**config.mk**
```make
export PLATFORM = sky130hd
export DESIGN_NAME = flash_led_driver_control_regs
export DESIGN_NICKNAME = d
export VERILOG_FILES = /design/src/hw/flash_led_pkg.sv /design/src/hw/i2c_write_slave.sv /design/src/hw/led_level_ramp.sv /design/src/hw/flash_led_driver_control_regs.sv
export SDC_FILE = /design/constraint.sdc
export NUM_CORES = 1
export LEC_CHECK = 0
export BUFFER_PORTS_ARGS = -buffer_cell sky130_fd_sc_hd__clkbuf_2
export CAP_MARGIN = 20
export CORE_MARGIN = 3
export CORE_UTILIZATION = 61
export DETAILED_ROUTE_END_ITERATION = 10
export PLACE_DENSITY = 0.88
export SETUP_SLACK_MARGIN = 0.1
export SLEW_MARGIN = 10
export SYNTH_ARGS = -nofsm -noshare
export SYNTH_HDL_FRONTEND = slang
export SYNTH_SLANG_ARGS = --single-unit
```
**constraint.sdc**
```tcl
create_clock -name clk -period 7.6 [get_ports clk]
set_input_delay 0.38 -clock clk [delete_from_list [all_inputs] [get_ports clk]]
set_output_delay 0.38 -clock clk [all_outputs]
set_load 0.03 [all_outputs]
```
**src/hw/flash_led_pkg.sv**
```systemverilog
// Shared constants and types for the flash LED control register bank
package flash_led_pkg;
    localparam logic [6:0] SLAVE_ADDR = 7'h53;
    localparam int NUM_REGS = 6;
    localparam int IDX_GENERAL = 0;
    localparam int IDX_PIN = 1;
    localparam int IDX_STEP = 2;
    localparam int IDX_TORCH = 3;
    localparam int IDX_FLASH = 4;
    localparam int IDX_TIMEOUT = 5;
    localparam logic [NUM_REGS-1:0][7:0] REG_OFS = {8'hC0, 8'hB0, 8'hA0, 8'h50, 8'h20, 8'h10};
    localparam logic [NUM_REGS-1:0][7:0] REG_RESET = {8'hF0, 8'h80, 8'h80, 8'hFC, 8'hE0, 8'h18};
    // Writable bits; the rest hold their fixed value
    localparam logic [NUM_REGS-1:0][7:0] WMASK = {8'h0F, 8'h7F, 8'h1F, 8'h03, 8'h1F, 8'h27};
    localparam int MODE_LSB = 0;
    localparam int MODE_MSB = 1;
    localparam int BOOST_BIT = 2;
    localparam int FB_BIT = 5;
    localparam int PIN_FUNC_BIT = 0;
    localparam int PIN_DIR_BIT = 1;
    localparam int PIN_DATA_BIT = 2;
    localparam int OVP_BIT = 3;
    localparam int OCL_BIT = 4;
    localparam int TORCH_W = 5;
    localparam int FLASH_W = 7;
    localparam int TIMEOUT_W = 4;
    localparam int STEP_W = 2;
    localparam logic [3:0] BYTE_BITS = 4'h8;
    localparam logic [3:0] ACK_SLOT = 4'h9;
    localparam int STEP_BASE_US = 25;
    localparam int CLK_MHZ = 40;
    localparam int STEP_BASE_CYCLES = STEP_BASE_US * CLK_MHZ;
    localparam logic [6:0] MIN_LEVEL_CODE = 7'h04;
    typedef enum logic [1:0] {MODE_OFF = 2'h0, MODE_INDICATOR = 2'h1, MODE_TORCH = 2'h2, MODE_FLASH = 2'h3} led_mode_t;
    typedef enum logic [4:0] {
        ST_IDLE = 5'h01,
        ST_ADDR = 5'h02,
        ST_REG = 5'h04,
        ST_DATA = 5'h08,
        ST_SKIP = 5'h10
    } i2c_state_t;
    typedef struct packed {
        logic [7:0] regAddr;
        logic [7:0] data;
    } reg_write_t;
endpackage : flash_led_pkg

```
**src/hw/i2c_write_slave.sv**
```systemverilog
// Write-only two-wire slave that delivers register writes
`timescale 1ns/1ps
`default_nettype none
module i2c_write_slave (
    input wire logic clk,
    input wire logic sys_rst,
    input wire logic scl,
    input wire logic sdaIn,
    output logic ackDrive,
    output logic writeCmd,
    output logic wrValid,
    output flash_led_pkg::reg_write_t wrPkt
);
    import flash_led_pkg::*;

    logic sclPrev_reg;
    logic sdaPrev_reg;
    logic [3:0] bitCnt_reg;
    logic [7:0] byteShift_reg;
    i2c_state_t state_reg;
    logic sclRise, sclFall, startSeen, stopSeen, byteDone, addrMatch, ackNeeded;

    assign sclRise = scl && !sclPrev_reg;
    assign sclFall = !scl && sclPrev_reg;
    assign startSeen = scl && sclPrev_reg && sdaPrev_reg && !sdaIn;
    assign stopSeen = scl && sclPrev_reg && !sdaPrev_reg && sdaIn;
    assign byteDone = sclFall && (bitCnt_reg == BYTE_BITS);
    assign addrMatch = (byteShift_reg == {SLAVE_ADDR, 1'b0});
    assign ackNeeded = (state_reg == ST_ADDR && addrMatch) || state_reg == ST_REG || state_reg == ST_DATA;

    always_ff @(posedge clk) begin
        sclPrev_reg <= sys_rst ? 1'b1 : scl;
        sdaPrev_reg <= sys_rst ? 1'b1 : sdaIn;
    end

    // Bits sampled on rising clock, MSB first
    always_ff @(posedge clk) begin
        if (sys_rst || startSeen || stopSeen) begin
            bitCnt_reg <= 4'h0;
        end else if (sclRise && bitCnt_reg < BYTE_BITS) begin
            byteShift_reg <= {byteShift_reg[6:0], sdaIn};
            bitCnt_reg <= bitCnt_reg + 4'h1;
        end else if (byteDone) begin
            bitCnt_reg <= ACK_SLOT;
        end else if (sclFall && bitCnt_reg == ACK_SLOT) begin
            bitCnt_reg <= 4'h0;
        end
    end

    always_ff @(posedge clk) begin
        if (sys_rst || stopSeen) begin
            state_reg <= ST_IDLE;
        end else if (startSeen) begin
            state_reg <= ST_ADDR;
        end else if (byteDone) begin
            case (state_reg)
                ST_ADDR: state_reg <= addrMatch ? ST_REG : ST_SKIP;
                ST_REG: state_reg <= ST_DATA;
                default: state_reg <= state_reg;
            endcase
        end
    end

    // Data line held low from eighth fall to ninth fall
    always_ff @(posedge clk) begin
        if (sys_rst || startSeen || stopSeen) begin
            ackDrive <= 1'b0;
        end else if (byteDone) begin
            ackDrive <= ackNeeded;
        end else if (sclFall && bitCnt_reg == ACK_SLOT) begin
            ackDrive <= 1'b0;
        end
    end

    always_ff @(posedge clk) begin
        writeCmd <= !sys_rst && byteDone && state_reg == ST_ADDR && addrMatch;
        wrValid <= !sys_rst && byteDone && state_reg == ST_DATA;
        if (sys_rst) begin
            wrPkt <= '0;
        end else if (byteDone && state_reg == ST_REG) begin
            wrPkt.regAddr <= byteShift_reg;
        end else if (byteDone && state_reg == ST_DATA) begin
            wrPkt.data <= byteShift_reg;
        end
    end
endmodule : i2c_write_slave
`default_nettype wire

```
**src/hw/led_level_ramp.sv**
```systemverilog
// Brightness ramp stepping one code per step interval
`timescale 1ns/1ps
`default_nettype none
module led_level_ramp #(
    parameter int LEVEL_W = 7,
    parameter int STEP_CYCLES = flash_led_pkg::STEP_BASE_CYCLES
) (
    input wire logic clk,
    input wire logic sys_rst,
    input wire logic [1:0] stepCode,
    input wire logic [LEVEL_W-1:0] target,
    output logic [LEVEL_W-1:0] level,
    output logic ramping
);
    import flash_led_pkg::*;

    localparam int CNT_W = $clog2(STEP_CYCLES * 8) + 1;
    logic [CNT_W-1:0] cnt_reg;
    logic [CNT_W-1:0] interval;
    logic stepNow;

    assign interval = CNT_W'(STEP_CYCLES) << stepCode;
    assign stepNow = (level != target) && (cnt_reg == interval - CNT_W'(1));

    always_ff @(posedge clk) begin
        if (sys_rst || level == target || stepNow) begin
            cnt_reg <= '0;
        end else begin
            cnt_reg <= cnt_reg + CNT_W'(1);
        end
    end

    always_ff @(posedge clk) begin
        if (sys_rst) begin
            level <= '0;
        end else if (stepNow) begin
            level <= (level < target) ? level + LEVEL_W'(1) : level - LEVEL_W'(1);
        end
        ramping <= !sys_rst && (level != target);
    end
endmodule : led_level_ramp
`default_nettype wire

```
**src/hw/flash_led_driver_control_regs.sv**
```systemverilog
// Control register bank of the dual-sink flash LED driver
`timescale 1ns/1ps
`default_nettype none
module flash_led_driver_control_regs #(
    parameter int STEP_CYCLES = flash_led_pkg::STEP_BASE_CYCLES
) (
    input wire logic clk,
    input wire logic sys_rst,

    input wire logic scl,
    input wire logic sdaIn,
    output logic sdaOut,
    output logic sdaOe,

    input wire logic mfIn,
    output logic mfOut,
    output logic mfOe,
    output logic pinResetMode,

    output logic sinkOneEn,
    output logic sinkTwoEn,
    output logic indicatorCurrent,
    output logic boostActive,
    output logic feedbackLow,
    output logic ovpHigh,
    output logic currentLimitLow,
    output logic [6:0] sinkLevel,
    output logic rampActive,
    output logic [3:0] flashTimeoutCode
);
    import flash_led_pkg::*;

    logic [7:0] regFile [NUM_REGS];

    reg_write_t wrPkt;
    logic wrValid;
    logic writeCmd;
    logic ackDrive;

    logic [6:0] rampTarget;
    logic [6:0] rampLevel;
    logic rampBusy;

    led_mode_t ledMode;
    logic boostBit;
    logic pinFunc;
    logic pinDir;
    logic hwReset;
    logic gpiCapture;

    i2c_write_slave u_slave (
        .clk(clk),
        .sys_rst(sys_rst),
        .scl(scl),
        .sdaIn(sdaIn),
        .ackDrive(ackDrive),
        .writeCmd(writeCmd),
        .wrValid(wrValid),
        .wrPkt(wrPkt)
    );

    led_level_ramp #(
        .LEVEL_W(7),
        .STEP_CYCLES(STEP_CYCLES)
    ) u_ramp (
        .clk(clk),
        .sys_rst(sys_rst),
        .stepCode(regFile[IDX_STEP][STEP_W-1:0]),
        .target(rampTarget),
        .level(rampLevel),
        .ramping(rampBusy)
    );

    // Open-drain data line, only ever pulled low
    assign sdaOut = 1'b0;
    assign sdaOe = ackDrive;
    assign rampActive = rampBusy;

    assign ledMode = led_mode_t'(regFile[IDX_GENERAL][MODE_MSB:MODE_LSB]);
    assign boostBit = regFile[IDX_GENERAL][BOOST_BIT];
    assign pinFunc = regFile[IDX_PIN][PIN_FUNC_BIT];
    assign pinDir = regFile[IDX_PIN][PIN_DIR_BIT];

    // Pin low while in reset function holds the bank at defaults
    assign hwReset = !pinFunc && !mfIn;

    assign gpiCapture = writeCmd && pinFunc && !pinDir;

    // One register per offset; fixed bits always reload
    for (genvar i = 0; i < NUM_REGS; i++) begin : g_reg
        always_ff @(posedge clk) begin
            if (sys_rst || hwReset) begin
                regFile[i] <= REG_RESET[i];
            end else if (wrValid && wrPkt.regAddr == REG_OFS[i]) begin
                regFile[i] <= (wrPkt.data & WMASK[i]) | (REG_RESET[i] & ~WMASK[i]);
            end else if (i == IDX_PIN && gpiCapture) begin
                regFile[i][PIN_DATA_BIT] <= mfIn;
            end
        end
    end

    // Ramp aims at flash or torch code, zero in other modes; starts from present level
    always_comb begin
        case (ledMode)
            MODE_FLASH: rampTarget = regFile[IDX_FLASH][FLASH_W-1:0];
            MODE_TORCH: rampTarget = {2'h0, regFile[IDX_TORCH][TORCH_W-1:0]};
            default: rampTarget = 7'h00;
        endcase
    end

    // Sink enables and boost mode
    always_ff @(posedge clk) begin
        if (sys_rst) begin
            sinkOneEn <= 1'b0;
            sinkTwoEn <= 1'b0;
            indicatorCurrent <= 1'b0;
            boostActive <= 1'b0;
        end else begin
            sinkOneEn <= (ledMode != MODE_OFF);
            sinkTwoEn <= (ledMode == MODE_TORCH) || (ledMode == MODE_FLASH);
            indicatorCurrent <= (ledMode == MODE_INDICATOR);
            boostActive <= boostBit && (ledMode == MODE_OFF);
        end
    end

    // Analog option selects
    always_ff @(posedge clk) begin
        if (sys_rst) begin
            feedbackLow <= 1'b0;
            ovpHigh <= 1'b0;
            currentLimitLow <= 1'b0;
            flashTimeoutCode <= REG_RESET[IDX_TIMEOUT][TIMEOUT_W-1:0];
        end else begin
            feedbackLow <= regFile[IDX_GENERAL][FB_BIT];
            ovpHigh <= regFile[IDX_PIN][OVP_BIT];
            currentLimitLow <= regFile[IDX_PIN][OCL_BIT];
            flashTimeoutCode <= regFile[IDX_TIMEOUT][TIMEOUT_W-1:0];
        end
    end

    // Multi-function pin
    always_ff @(posedge clk) begin
        if (sys_rst) begin
            mfOe <= 1'b0;
            mfOut <= 1'b0;
            pinResetMode <= 1'b1;
        end else begin
            mfOe <= pinFunc && pinDir;
            mfOut <= regFile[IDX_PIN][PIN_DATA_BIT];
            pinResetMode <= !pinFunc;
        end
    end

    // Level code; lowest codes share one floor current
    always_ff @(posedge clk) begin
        if (sys_rst) begin
            sinkLevel <= MIN_LEVEL_CODE;
        end else begin
            sinkLevel <= (rampLevel < MIN_LEVEL_CODE) ? MIN_LEVEL_CODE : rampLevel;
        end
    end
endmodule : flash_led_driver_control_regs
`default_nettype wire

```
==> metrics.log, run 1 <==
[metrics] outcome: completed
[metrics] Register-to-Register Path Depth: 13
[metrics] Worst Hold Path Cells: 1
[metrics] initial cell density of the core: 63.4%
[metrics] Syn Nets: 462
[metrics] number of instances in the synthesized netlist: 434
[metrics] number of nets with antenna violations after detailed routing: 0
[metrics] Area after DPL: 0.00483 mm²
[metrics] number of port buffers: 27
[metrics] Die X-Extent: 93.1 µm
[metrics] class of the most critical setup path: register to register
[metrics] remaining design rule violation count: 0
[metrics] Pwr Density: 197 mW/mm²
[metrics] GPL Wtd Cong: 0.815
[metrics] area leader, netlist: sky130_fd_sc_hd__dfxtp_1
[metrics] shortest clock period the worst path allows after layout: 3960 ps
[metrics] Root Driver: sky130_fd_sc_hd__clkbuf_8
[metrics] # rows: 31
[metrics] wire length of the first global-routing pass: 13500 µm
[metrics] top area cells in the synthesized netlist: sky130_fd_sc_hd__dfxtp_1 31%, sky130_fd_sc_hd__edfxtp_1 23%, sky130_fd_sc_hd__ha_1 6.0%
[metrics] number of clock buffers inserted by TritonCTS: 9
[metrics] largest net degree at the start of global routing: 51
[metrics] setup repair after global routing missed its margin: no
[metrics] arrival time at the worst endpoint: 4220 ps
[metrics] average vias per placed instance: 5.55
[metrics] synth-to-layout area growth: 8.47%
[metrics] commonest register cell after synthesis: sky130_fd_sc_hd__dfxtp_1
[metrics] Hold Vio Cnt, Final: 0
[metrics] number of enable-type register cells in the synthesized netlist: 35
[metrics] total track usage: 19.7%
[metrics] CTS tree: done
[metrics] max-slew violation count: 0
[metrics] final critical-path share of the clock period: 52.1%
[metrics] Clock Path Buffers: 2
[metrics] async set-or-reset flop fraction in the synthesized netlist: 0%
[metrics] CP max FO: 10
[metrics] postcts setup bufs: 0
[metrics] maximum clock rate: 0.253 GHz
[metrics] number of non-filler instances in the completed layout: 565
[metrics] number of levels in the clock H-tree: 3
[metrics] Warnings, synthesis: 0
[metrics] combined area of the multi-input logic cells: 0.00203 mm²
[metrics] sum of routed wire length over all layers: 8230 µm
[metrics] max-cap viol count: 0
[metrics] number of gates resized after CTS: 0
[metrics] clock-pin slew reported for the worst setup and hold paths after clock tree synthesis: 100 ps
[metrics] static power due to leakage: 1.93 nW
[metrics] number of distinct library cells after synthesis: 54
[metrics] Post-Syn Area per Cell: 10.7 µm²
[metrics] via count of the first global-routing pass: 3029
[metrics] first-pass detailed-route iteration total: 4
[metrics] data required time of the critical path: 7860 ps
[metrics] Starting DRT DRC Count: 80
[metrics] final routed wire length divided by cell count: 14.6 µm
[metrics] Hold WS: 297 ps
[metrics] number of clock sinks: 107
[metrics] worst hold-check path type: input pin to register
[metrics] Total Negative Setup Slacks: 0 ps
[metrics] Final Setup Violations: 0
[metrics] via count of the routed design: 3135
[metrics] share of the synthesized area in the top cell type: 31.2%
[metrics] Die Footprint: 0.00866 mm²
[metrics] synthesized area: 0.00463 mm²
[metrics] Tightest Pin Transition: 1060 ps
[metrics] number of flip-flops and latches in the synthesized netlist: 107
[metrics] peak supply drop: 0.127 mV
[metrics] instance count after placement with tap cells included: 549
[metrics] clock latency at the later pin of the worst-skew pair: 360 ps
[metrics] crit path launch type: register
[metrics] hold_buf cts: 0
[metrics] area used by sequential logic in the layout: 0.00249 mm²
[metrics] number of flip-flops in the largest register: 27
[metrics] cell area after layout: 0.00502 mm²
[metrics] # IOs: 29
[metrics] crit path capture type: register
[metrics] number of nets in the finished design: 489
[metrics] initial antenna violation count: 0
[metrics] grt total ovfl: 0
[metrics] Max-Slew Margin vs Limit: 28.8%
[metrics] final design utilization: 68.8%
[metrics] Filler cells: 562
[metrics] worst-case clock skew: 13.0 ps
[metrics] height of the die: 93.1 µm
[metrics] ANT cells: 0
[metrics] Detail Placement HPWL: 5910 µm
[metrics] register area share after synthesis: 53.9%
[metrics] Core Footprint: 0.00729 mm²
[metrics] layout cell share with drive strength beyond 1: 11.8%
-- worst paths after layout --
check,startpoint,endpoint,slack [ps]
min reg2reg,u_ramp.cnt_reg[0],u_ramp.cnt_reg[0],450
max reg2reg,regFile[0][0],u_ramp.level[6],3640
max,regFile[0][0],u_ramp.level[6],3640
min,sdaIn,u_slave.byteShift_reg[0],300
-- stage by stage --
stage	setup slack [ps]	total power [W]
global placement	3910	0.000672
detailed placement	3710	0.000675
global route	3380	0.00102
finish	3640	0.000988
floorplan	4020	0.000661
CTS	3690	0.000995
-- layout by cell type, fill, tap and decap left out, types with 2 or more instances in the layout --
cell type                  count
sky130_fd_sc_hd__ha_1         22
sky130_fd_sc_hd__nor4_1        3
sky130_fd_sc_hd__clkbuf_8     10
sky130_fd_sc_hd__a211oi_1      3
sky130_fd_sc_hd__nand2b_1      5
sky130_fd_sc_hd__inv_1        11
sky130_fd_sc_hd__xor2_1       11
sky130_fd_sc_hd__nand2_1      22
sky130_fd_sc_hd__dfxtp_1      72
sky130_fd_sc_hd__nand3_1      15
sky130_fd_sc_hd__nand3b_1      2
sky130_fd_sc_hd__a32oi_1       2
sky130_fd_sc_hd__nor2b_1      18
sky130_fd_sc_hd__or2_2         4
sky130_fd_sc_hd__nand4_1       8
sky130_fd_sc_hd__nor4b_1       2
sky130_fd_sc_hd__nor4bb_1      2
sky130_fd_sc_hd__a21oi_1      11
sky130_fd_sc_hd__nor3_1       12
sky130_fd_sc_hd__or3_1         2
sky130_fd_sc_hd__mux2i_1      19
sky130_fd_sc_hd__and2_1       20
sky130_fd_sc_hd__mux2_2        4
sky130_fd_sc_hd__nor2_1       61
sky130_fd_sc_hd__a31oi_1       3
sky130_fd_sc_hd__and3_1        2
sky130_fd_sc_hd__a21o_1        2
sky130_fd_sc_hd__edfxtp_1     35
sky130_fd_sc_hd__xnor2_1      16
sky130_fd_sc_hd__inv_6         2
sky130_fd_sc_hd__clkbuf_2     27
sky130_fd_sc_hd__o21ai_0      11
sky130_fd_sc_hd__o21bai_1      3
-- worst max-delay path: stages (launching register included) --
cell and delay [ps]:
sky130_fd_sc_hd__edfxtp_1 560, sky130_fd_sc_hd__mux2_2 280, sky130_fd_sc_hd__nand2_1 50, sky130_fd_sc_hd__ha_1 320, sky130_fd_sc_hd__nor2b_1 140, sky130_fd_sc_hd__a221oi_1 80, sky130_fd_sc_hd__o21ai_0 840, sky130_fd_sc_hd__ha_1 450
sky130_fd_sc_hd__a211oi_1 270, sky130_fd_sc_hd__o21bai_1 110, sky130_fd_sc_hd__a21oi_1 190, sky130_fd_sc_hd__xnor2_1 140, sky130_fd_sc_hd__nand2_1 90, sky130_fd_sc_hd__mux2_1 340
-- area by class of cell --
type | count | share of cell area [%]
multi-input combinational | 304 | 40.5
timing repair buffer | 28 | 2.84
tap | 99 | 2.47
sequential | 107 | 49.7
clock inverter | 5 | 0.848
inverter | 11 | 0.823
clock buffer | 11 | 2.82
-- power by group --
part | internal, W | switching, W | total [W] | leakage (nW)
logic | 0.0000182 | 0.0000351 | 0.0000534 | 0.883
clock network | 0.000133 | 0.000193 | 0.000326 | 0.0962
registers | 0.000601 | 0.00000747 | 0.000609 | 0.953
-- cells by family (layout without fill, tap and decap cells) --
kind of cell | after synthesis | count (layout) | synth area share, %
adders and majority gates | 23 | 23 | 6.38
AOI/OAI and AO/OA | 43 | 43 | 5.87
buffers and inverters | 23 | 55 | 2.16
DFF | 107 | 107 | 53.9
xor gates and xnor gates | 27 | 27 | 5.11
muxes | 24 | 24 | 5.33
and+or+nand+nor | 186 | 186 | 21.2
other | 1 | 1 | 0.0811
-- synth_stat cells, types with 2 or more instances --
cell type	n
sky130_fd_sc_hd__mux2_2	4
sky130_fd_sc_hd__a21oi_1	11
sky130_fd_sc_hd__nand4_1	8
sky130_fd_sc_hd__xor2_1	11
sky130_fd_sc_hd__or2_2	4
sky130_fd_sc_hd__nor4bb_1	2
sky130_fd_sc_hd__o21bai_1	3
sky130_fd_sc_hd__nand3b_1	2
sky130_fd_sc_hd__nand2_1	22
sky130_fd_sc_hd__xnor2_1	16
sky130_fd_sc_hd__and3_1	2
sky130_fd_sc_hd__nand2b_1	5
sky130_fd_sc_hd__a32oi_1	2
sky130_fd_sc_hd__dfxtp_1	72
sky130_fd_sc_hd__and2_1	20
sky130_fd_sc_hd__a31oi_1	3
sky130_fd_sc_hd__nand3_1	15
sky130_fd_sc_hd__or3_1	2
sky130_fd_sc_hd__o21ai_0	11
sky130_fd_sc_hd__nor2_1	61
sky130_fd_sc_hd__a21o_1	2
sky130_fd_sc_hd__a211oi_1	3
sky130_fd_sc_hd__clkbuf_1	8
sky130_fd_sc_hd__nor4b_1	2
sky130_fd_sc_hd__ha_1	22
sky130_fd_sc_hd__edfxtp_1	35
sky130_fd_sc_hd__mux2i_1	19
sky130_fd_sc_hd__inv_1	11
sky130_fd_sc_hd__nor3_1	12
sky130_fd_sc_hd__nor4_1	3
sky130_fd_sc_hd__nor2b_1	18
-- routing by layer --
metal	wire (µm)	vias to the layer above	track usage, %
met5	0	-	0
met4	125	0	5.74
met2	4330	69	36.7
met3	279	10	5.15
li1	-	1564	-
met1	3500	1492	22.1
(Power assumes the default switching activity.)
==> inputs of run 2 (changes only) <==
--- a/config.mk
+++ b/config.mk
@@ -5,12 +5,13 @@
 export SDC_FILE = /design/constraint.sdc
 export NUM_CORES = 1
 export LEC_CHECK = 0
+export ABC_AREA = 1
 export BUFFER_PORTS_ARGS = -buffer_cell sky130_fd_sc_hd__clkbuf_2
 export CAP_MARGIN = 20
 export CORE_MARGIN = 3
-export CORE_UTILIZATION = 61
+export CORE_UTILIZATION = 60
 export DETAILED_ROUTE_END_ITERATION = 10
-export PLACE_DENSITY = 0.88
+export PLACE_DENSITY = 0.87
 export SETUP_SLACK_MARGIN = 0.1
 export SLEW_MARGIN = 10
 export SYNTH_ARGS = -nofsm -noshare
==> constraint.sdc (replaced) <==
create_clock -name clk -period 4.1 [get_ports clk]
set_input_delay 0.205 -clock clk [delete_from_list [all_inputs] [get_ports clk]]
set_output_delay 0.205 -clock clk [all_outputs]
set_load 0.03 [all_outputs]
==> run 2 against run 1 <==
  * Die area is 5.5% higher
  * Count of clock-buffer cells in the layout stayed put
  * Routed wire length is 14% higher
  * Core utilization is 1.5 points lower
  * Sequential power is 86% higher
  * Clock skew is 2.7 ps lower
  * Global-route usage is 2.1 points higher
  * Synthesized cell count is 32% higher
  * Power is 90% higher
  * Critical path type unchanged
==> metrics.log, run 2 <==
[metrics] postcts setup bufs: 0
[metrics] Hold Vio Cnt, Final: 0
[metrics] Max stage delay cell, worst path: sky130_fd_sc_hd__edfxtp_1
[metrics] share of the synthesized area in the top cell type: 29.9%
[metrics] total track usage: 21.8%
[metrics] largest net degree at the start of global routing: 29
[metrics] number of clock sinks: 107
[metrics] CTS tree: done
[metrics] Core Footprint: 0.00777 mm²
[metrics] GPL Wtd Cong: 0.984
[metrics] commonest register cell after synthesis: sky130_fd_sc_hd__dfxtp_1
[metrics] class of the most critical setup path: register to register
[metrics] register area share after synthesis: 51.7%
[metrics] sum of routed wire length over all layers: 9350 µm
[metrics] Worst Hold Path Cells: 3
[metrics] remaining design rule violation count: 0
[metrics] top-count cell post-synth: sky130_fd_sc_hd__nor2_1
[metrics] CP max FO: 8
[metrics] maximum clock rate: 0.330 GHz
[metrics] wire length of the first global-routing pass: 15700 µm
[metrics] number of nets with antenna violations after detailed routing: 0
[metrics] Hold WS: 41.1 ps
[metrics] reg2reg end: u_ramp.level[4]
[metrics] FF-to-FF setup slack: 1070 ps
[metrics] average vias per placed instance: 5.33
[metrics] via count of the first global-routing pass: 3625
[metrics] most used cell along the critical path: sky130_fd_sc_hd__nand2_1
[metrics] Clock Path Buffers: 2
[metrics] static power due to leakage: 2.17 nW
[metrics] number of levels in the clock H-tree: 3
[metrics] max-slew violation count: 0
[metrics] Pwr Density: 360 mW/mm²
[metrics] Starting DRT DRC Count: 191
[metrics] synthesized area: 0.00482 mm²
[metrics] top post-synthesis cells by count: 102 x sky130_fd_sc_hd__nor2_1, 91 x sky130_fd_sc_hd__nand2_1, 82 x sky130_fd_sc_hd__inv_1
[metrics] clock-pin slew reported for the worst setup and hold paths after clock tree synthesis: 100 ps
[metrics] number of port buffers: 27
[metrics] biggest cell delay along the critical path: 490 ps
[metrics] number of flip-flops and latches in the synthesized netlist: 107
[metrics] CP Cell Sequence: nand2_1 -> inv_1 -> nand2_1 -> nand2_1 -> inv_1 -> ha_1 -> nand2_1 -> nand2_1 -> a21oi_1 -> nand2_1 -> ha_1 -> nand2_1 -> o21ai_0 -> xor2_1 -> o21ai_0 -> nor2_1
[metrics] Max-Slew Margin vs Limit: 54.2%
[metrics] Filler cells: 604
[metrics] crit path capture type: register
[metrics] via count of the routed design: 3784
[metrics] Total Negative Setup Slacks: 0 ps
[metrics] layout cell share with drive strength beyond 1: 9.87%
[metrics] launch instance of the worst register-to-register path: regFile[0][1]
[metrics] height of the die: 95.6 µm
[metrics] Die Footprint: 0.00914 mm²
[metrics] setup repair after global routing missed its margin: no
[metrics] hold_sp: scl
[metrics] synth-to-layout area growth: 8.55%
[metrics] shortest clock period the worst path allows after layout: 3030 ps
[metrics] number of distinct library cells after synthesis: 36
[metrics] crit path launch type: register
[metrics] instance count after placement with tap cells included: 694
[metrics] number of flip-flops in the largest register: 27
[metrics] peak supply drop: 0.256 mV
[metrics] initial cell density of the core: 62.0%
[metrics] worst-case clock skew: 10.3 ps
[metrics] number of instances in the synthesized netlist: 574
[metrics] ANT cells: 0
[metrics] # IOs: 29
[metrics] leading cell type in the layout, fill and taps excluded: sky130_fd_sc_hd__nor2_1
[metrics] Tightest Pin Transition: 684 ps
[metrics] outcome: completed
[metrics] first-pass detailed-route iteration total: 5
[metrics] initial antenna violation count: 0
[metrics] Register-to-Register Path Depth: 16
[metrics] final routed wire length divided by cell count: 13.2 µm
[metrics] worst hold-check path type: input pin to register
[metrics] number of enable-type register cells in the synthesized netlist: 35
[metrics] Die X-Extent: 95.6 µm
[metrics] area leader, netlist: sky130_fd_sc_hd__dfxtp_1
[metrics] max-cap viol count: 0
[metrics] # rows: 32
[metrics] number of clock buffers inserted by TritonCTS: 9
[metrics] number of non-filler instances in the completed layout: 710
[metrics] arrival time at the worst endpoint: 3350 ps
[metrics] Syn Nets: 602
[metrics] hold_buf cts: 0
[metrics] clock latency at the later pin of the worst-skew pair: 370 ps
[metrics] grt total ovfl: 0
[metrics] Detail Placement HPWL: 6720 µm
[metrics] top area cells in the synthesized netlist: sky130_fd_sc_hd__dfxtp_1 30%, sky130_fd_sc_hd__edfxtp_1 22%, sky130_fd_sc_hd__nor2_1 7.9%
[metrics] Post-Syn Area per Cell: 8.39 µm²
[metrics] Root Driver: sky130_fd_sc_hd__clkbuf_8
[metrics] data required time of the critical path: 4420 ps
[metrics] number of gates resized after CTS: 0
[metrics] Warnings, synthesis: 0
[metrics] final critical-path share of the clock period: 74.0%
[metrics] Final Setup Violations: 0
[metrics] commonest cells after routing, fill and taps aside: 102 x sky130_fd_sc_hd__nor2_1, 91 x sky130_fd_sc_hd__nand2_1, 82 x sky130_fd_sc_hd__inv_1
[metrics] WHS Endpoint: u_slave.sclPrev_reg
[metrics] number of nets in the finished design: 631
[metrics] async set-or-reset flop fraction in the synthesized netlist: 0%
-- run 2: cell types whose count changed in the layout (fill, tap and decap cells not counted), sizes merged, moves of 20 or more --
cell   delta
inv      +74
nor2     +46
a21oi    +22
and2     -20
nand3    +20
nand2    +71
-- run 2: critical path: cells and delay by family, from the launching register on --
kind	cells	cell delay, ps
AND/OR/NAND/NOR	8	790
buffers and inverters	2	210
adder cells (fa/ha/maj)	2	750
AO/OA/AOI/OAI	3	540
flip-flops	1	490
XOR/XNOR	1	200
-- run 2: worst max path at each step --
stage / start / endpoint / slack, ps
3_3_place_gp: regFile[0][1] / u_ramp.level[6] / 1440
6_report: regFile[0][1] / u_ramp.level[4] / 1070
2_1_floorplan: regFile[0][1] / u_ramp.level[3] / 1460
5_1_grt: regFile[0][1] / u_ramp.level[4] / 760
4_1_cts: regFile[0][1] / u_ramp.level[4] / 1160
3_5_place_dp: regFile[0][1] / u_ramp.level[6] / 1220
-- run 2: metrics by stage --
| stage | util [%] | total power, W | setup WS [ps] | area (µm²) |
|---|---|---|---|---|
| 2_1_floorplan | - | 0.00124 | 1460 | 4820 |
| 6_report | 67.3 | 0.00188 | 1070 | 5230 |
| 3_5_place_dp | 64.7 | 0.00126 | 1220 | 5020 |
| 5_1_grt | 67.3 | 0.00195 | 756 | 5230 |
| 3_3_place_gp | 64.7 | 0.00126 | 1440 | 5020 |
| 4_1_cts | 67.3 | 0.00190 | 1160 | 5230 |
-- run 2: logic make-up after synthesis --
family	Yosys count	share of synthesized area, %
compound gates	67	7.17
xor+xnor	10	1.82
flops	107	51.7
other cells	1	0.0778
fa+ha+maj	23	6.13
buf+inv	95	7.87
simple gates	271	25.2
-- run 2: layout make-up --
class | count | area, µm² | share of cell area, %
Timing Repair Buffer | 27 | 135 | 2.58
Inverter | 86 | 324 | 6.20
Clock buffer | 11 | 153 | 2.92
Multi-Input combinational cell | 372 | 1950 | 37.2
Clock inverter | 5 | 51.3 | 0.981
Tap cell | 102 | 128 | 2.44
Sequential cell | 107 | 2490 | 47.7
-- run 2: per-layer routing --
layer	vias to the layer above	global-route usage (%)	part of all wire, %
met4	0	9.36	1.8
met3	22	4.89	4.6
met1	1756	25.3	42
met2	101	38.6	52
li1	1905	-	-
met5	-	0	0
-- run 2: where the power goes --
part           switching, W  internal (W)  total [W]
registers         0.0000122       0.00112    0.00113
clock network      0.000369      0.000271   0.000640
logic             0.0000822     0.0000331   0.000115
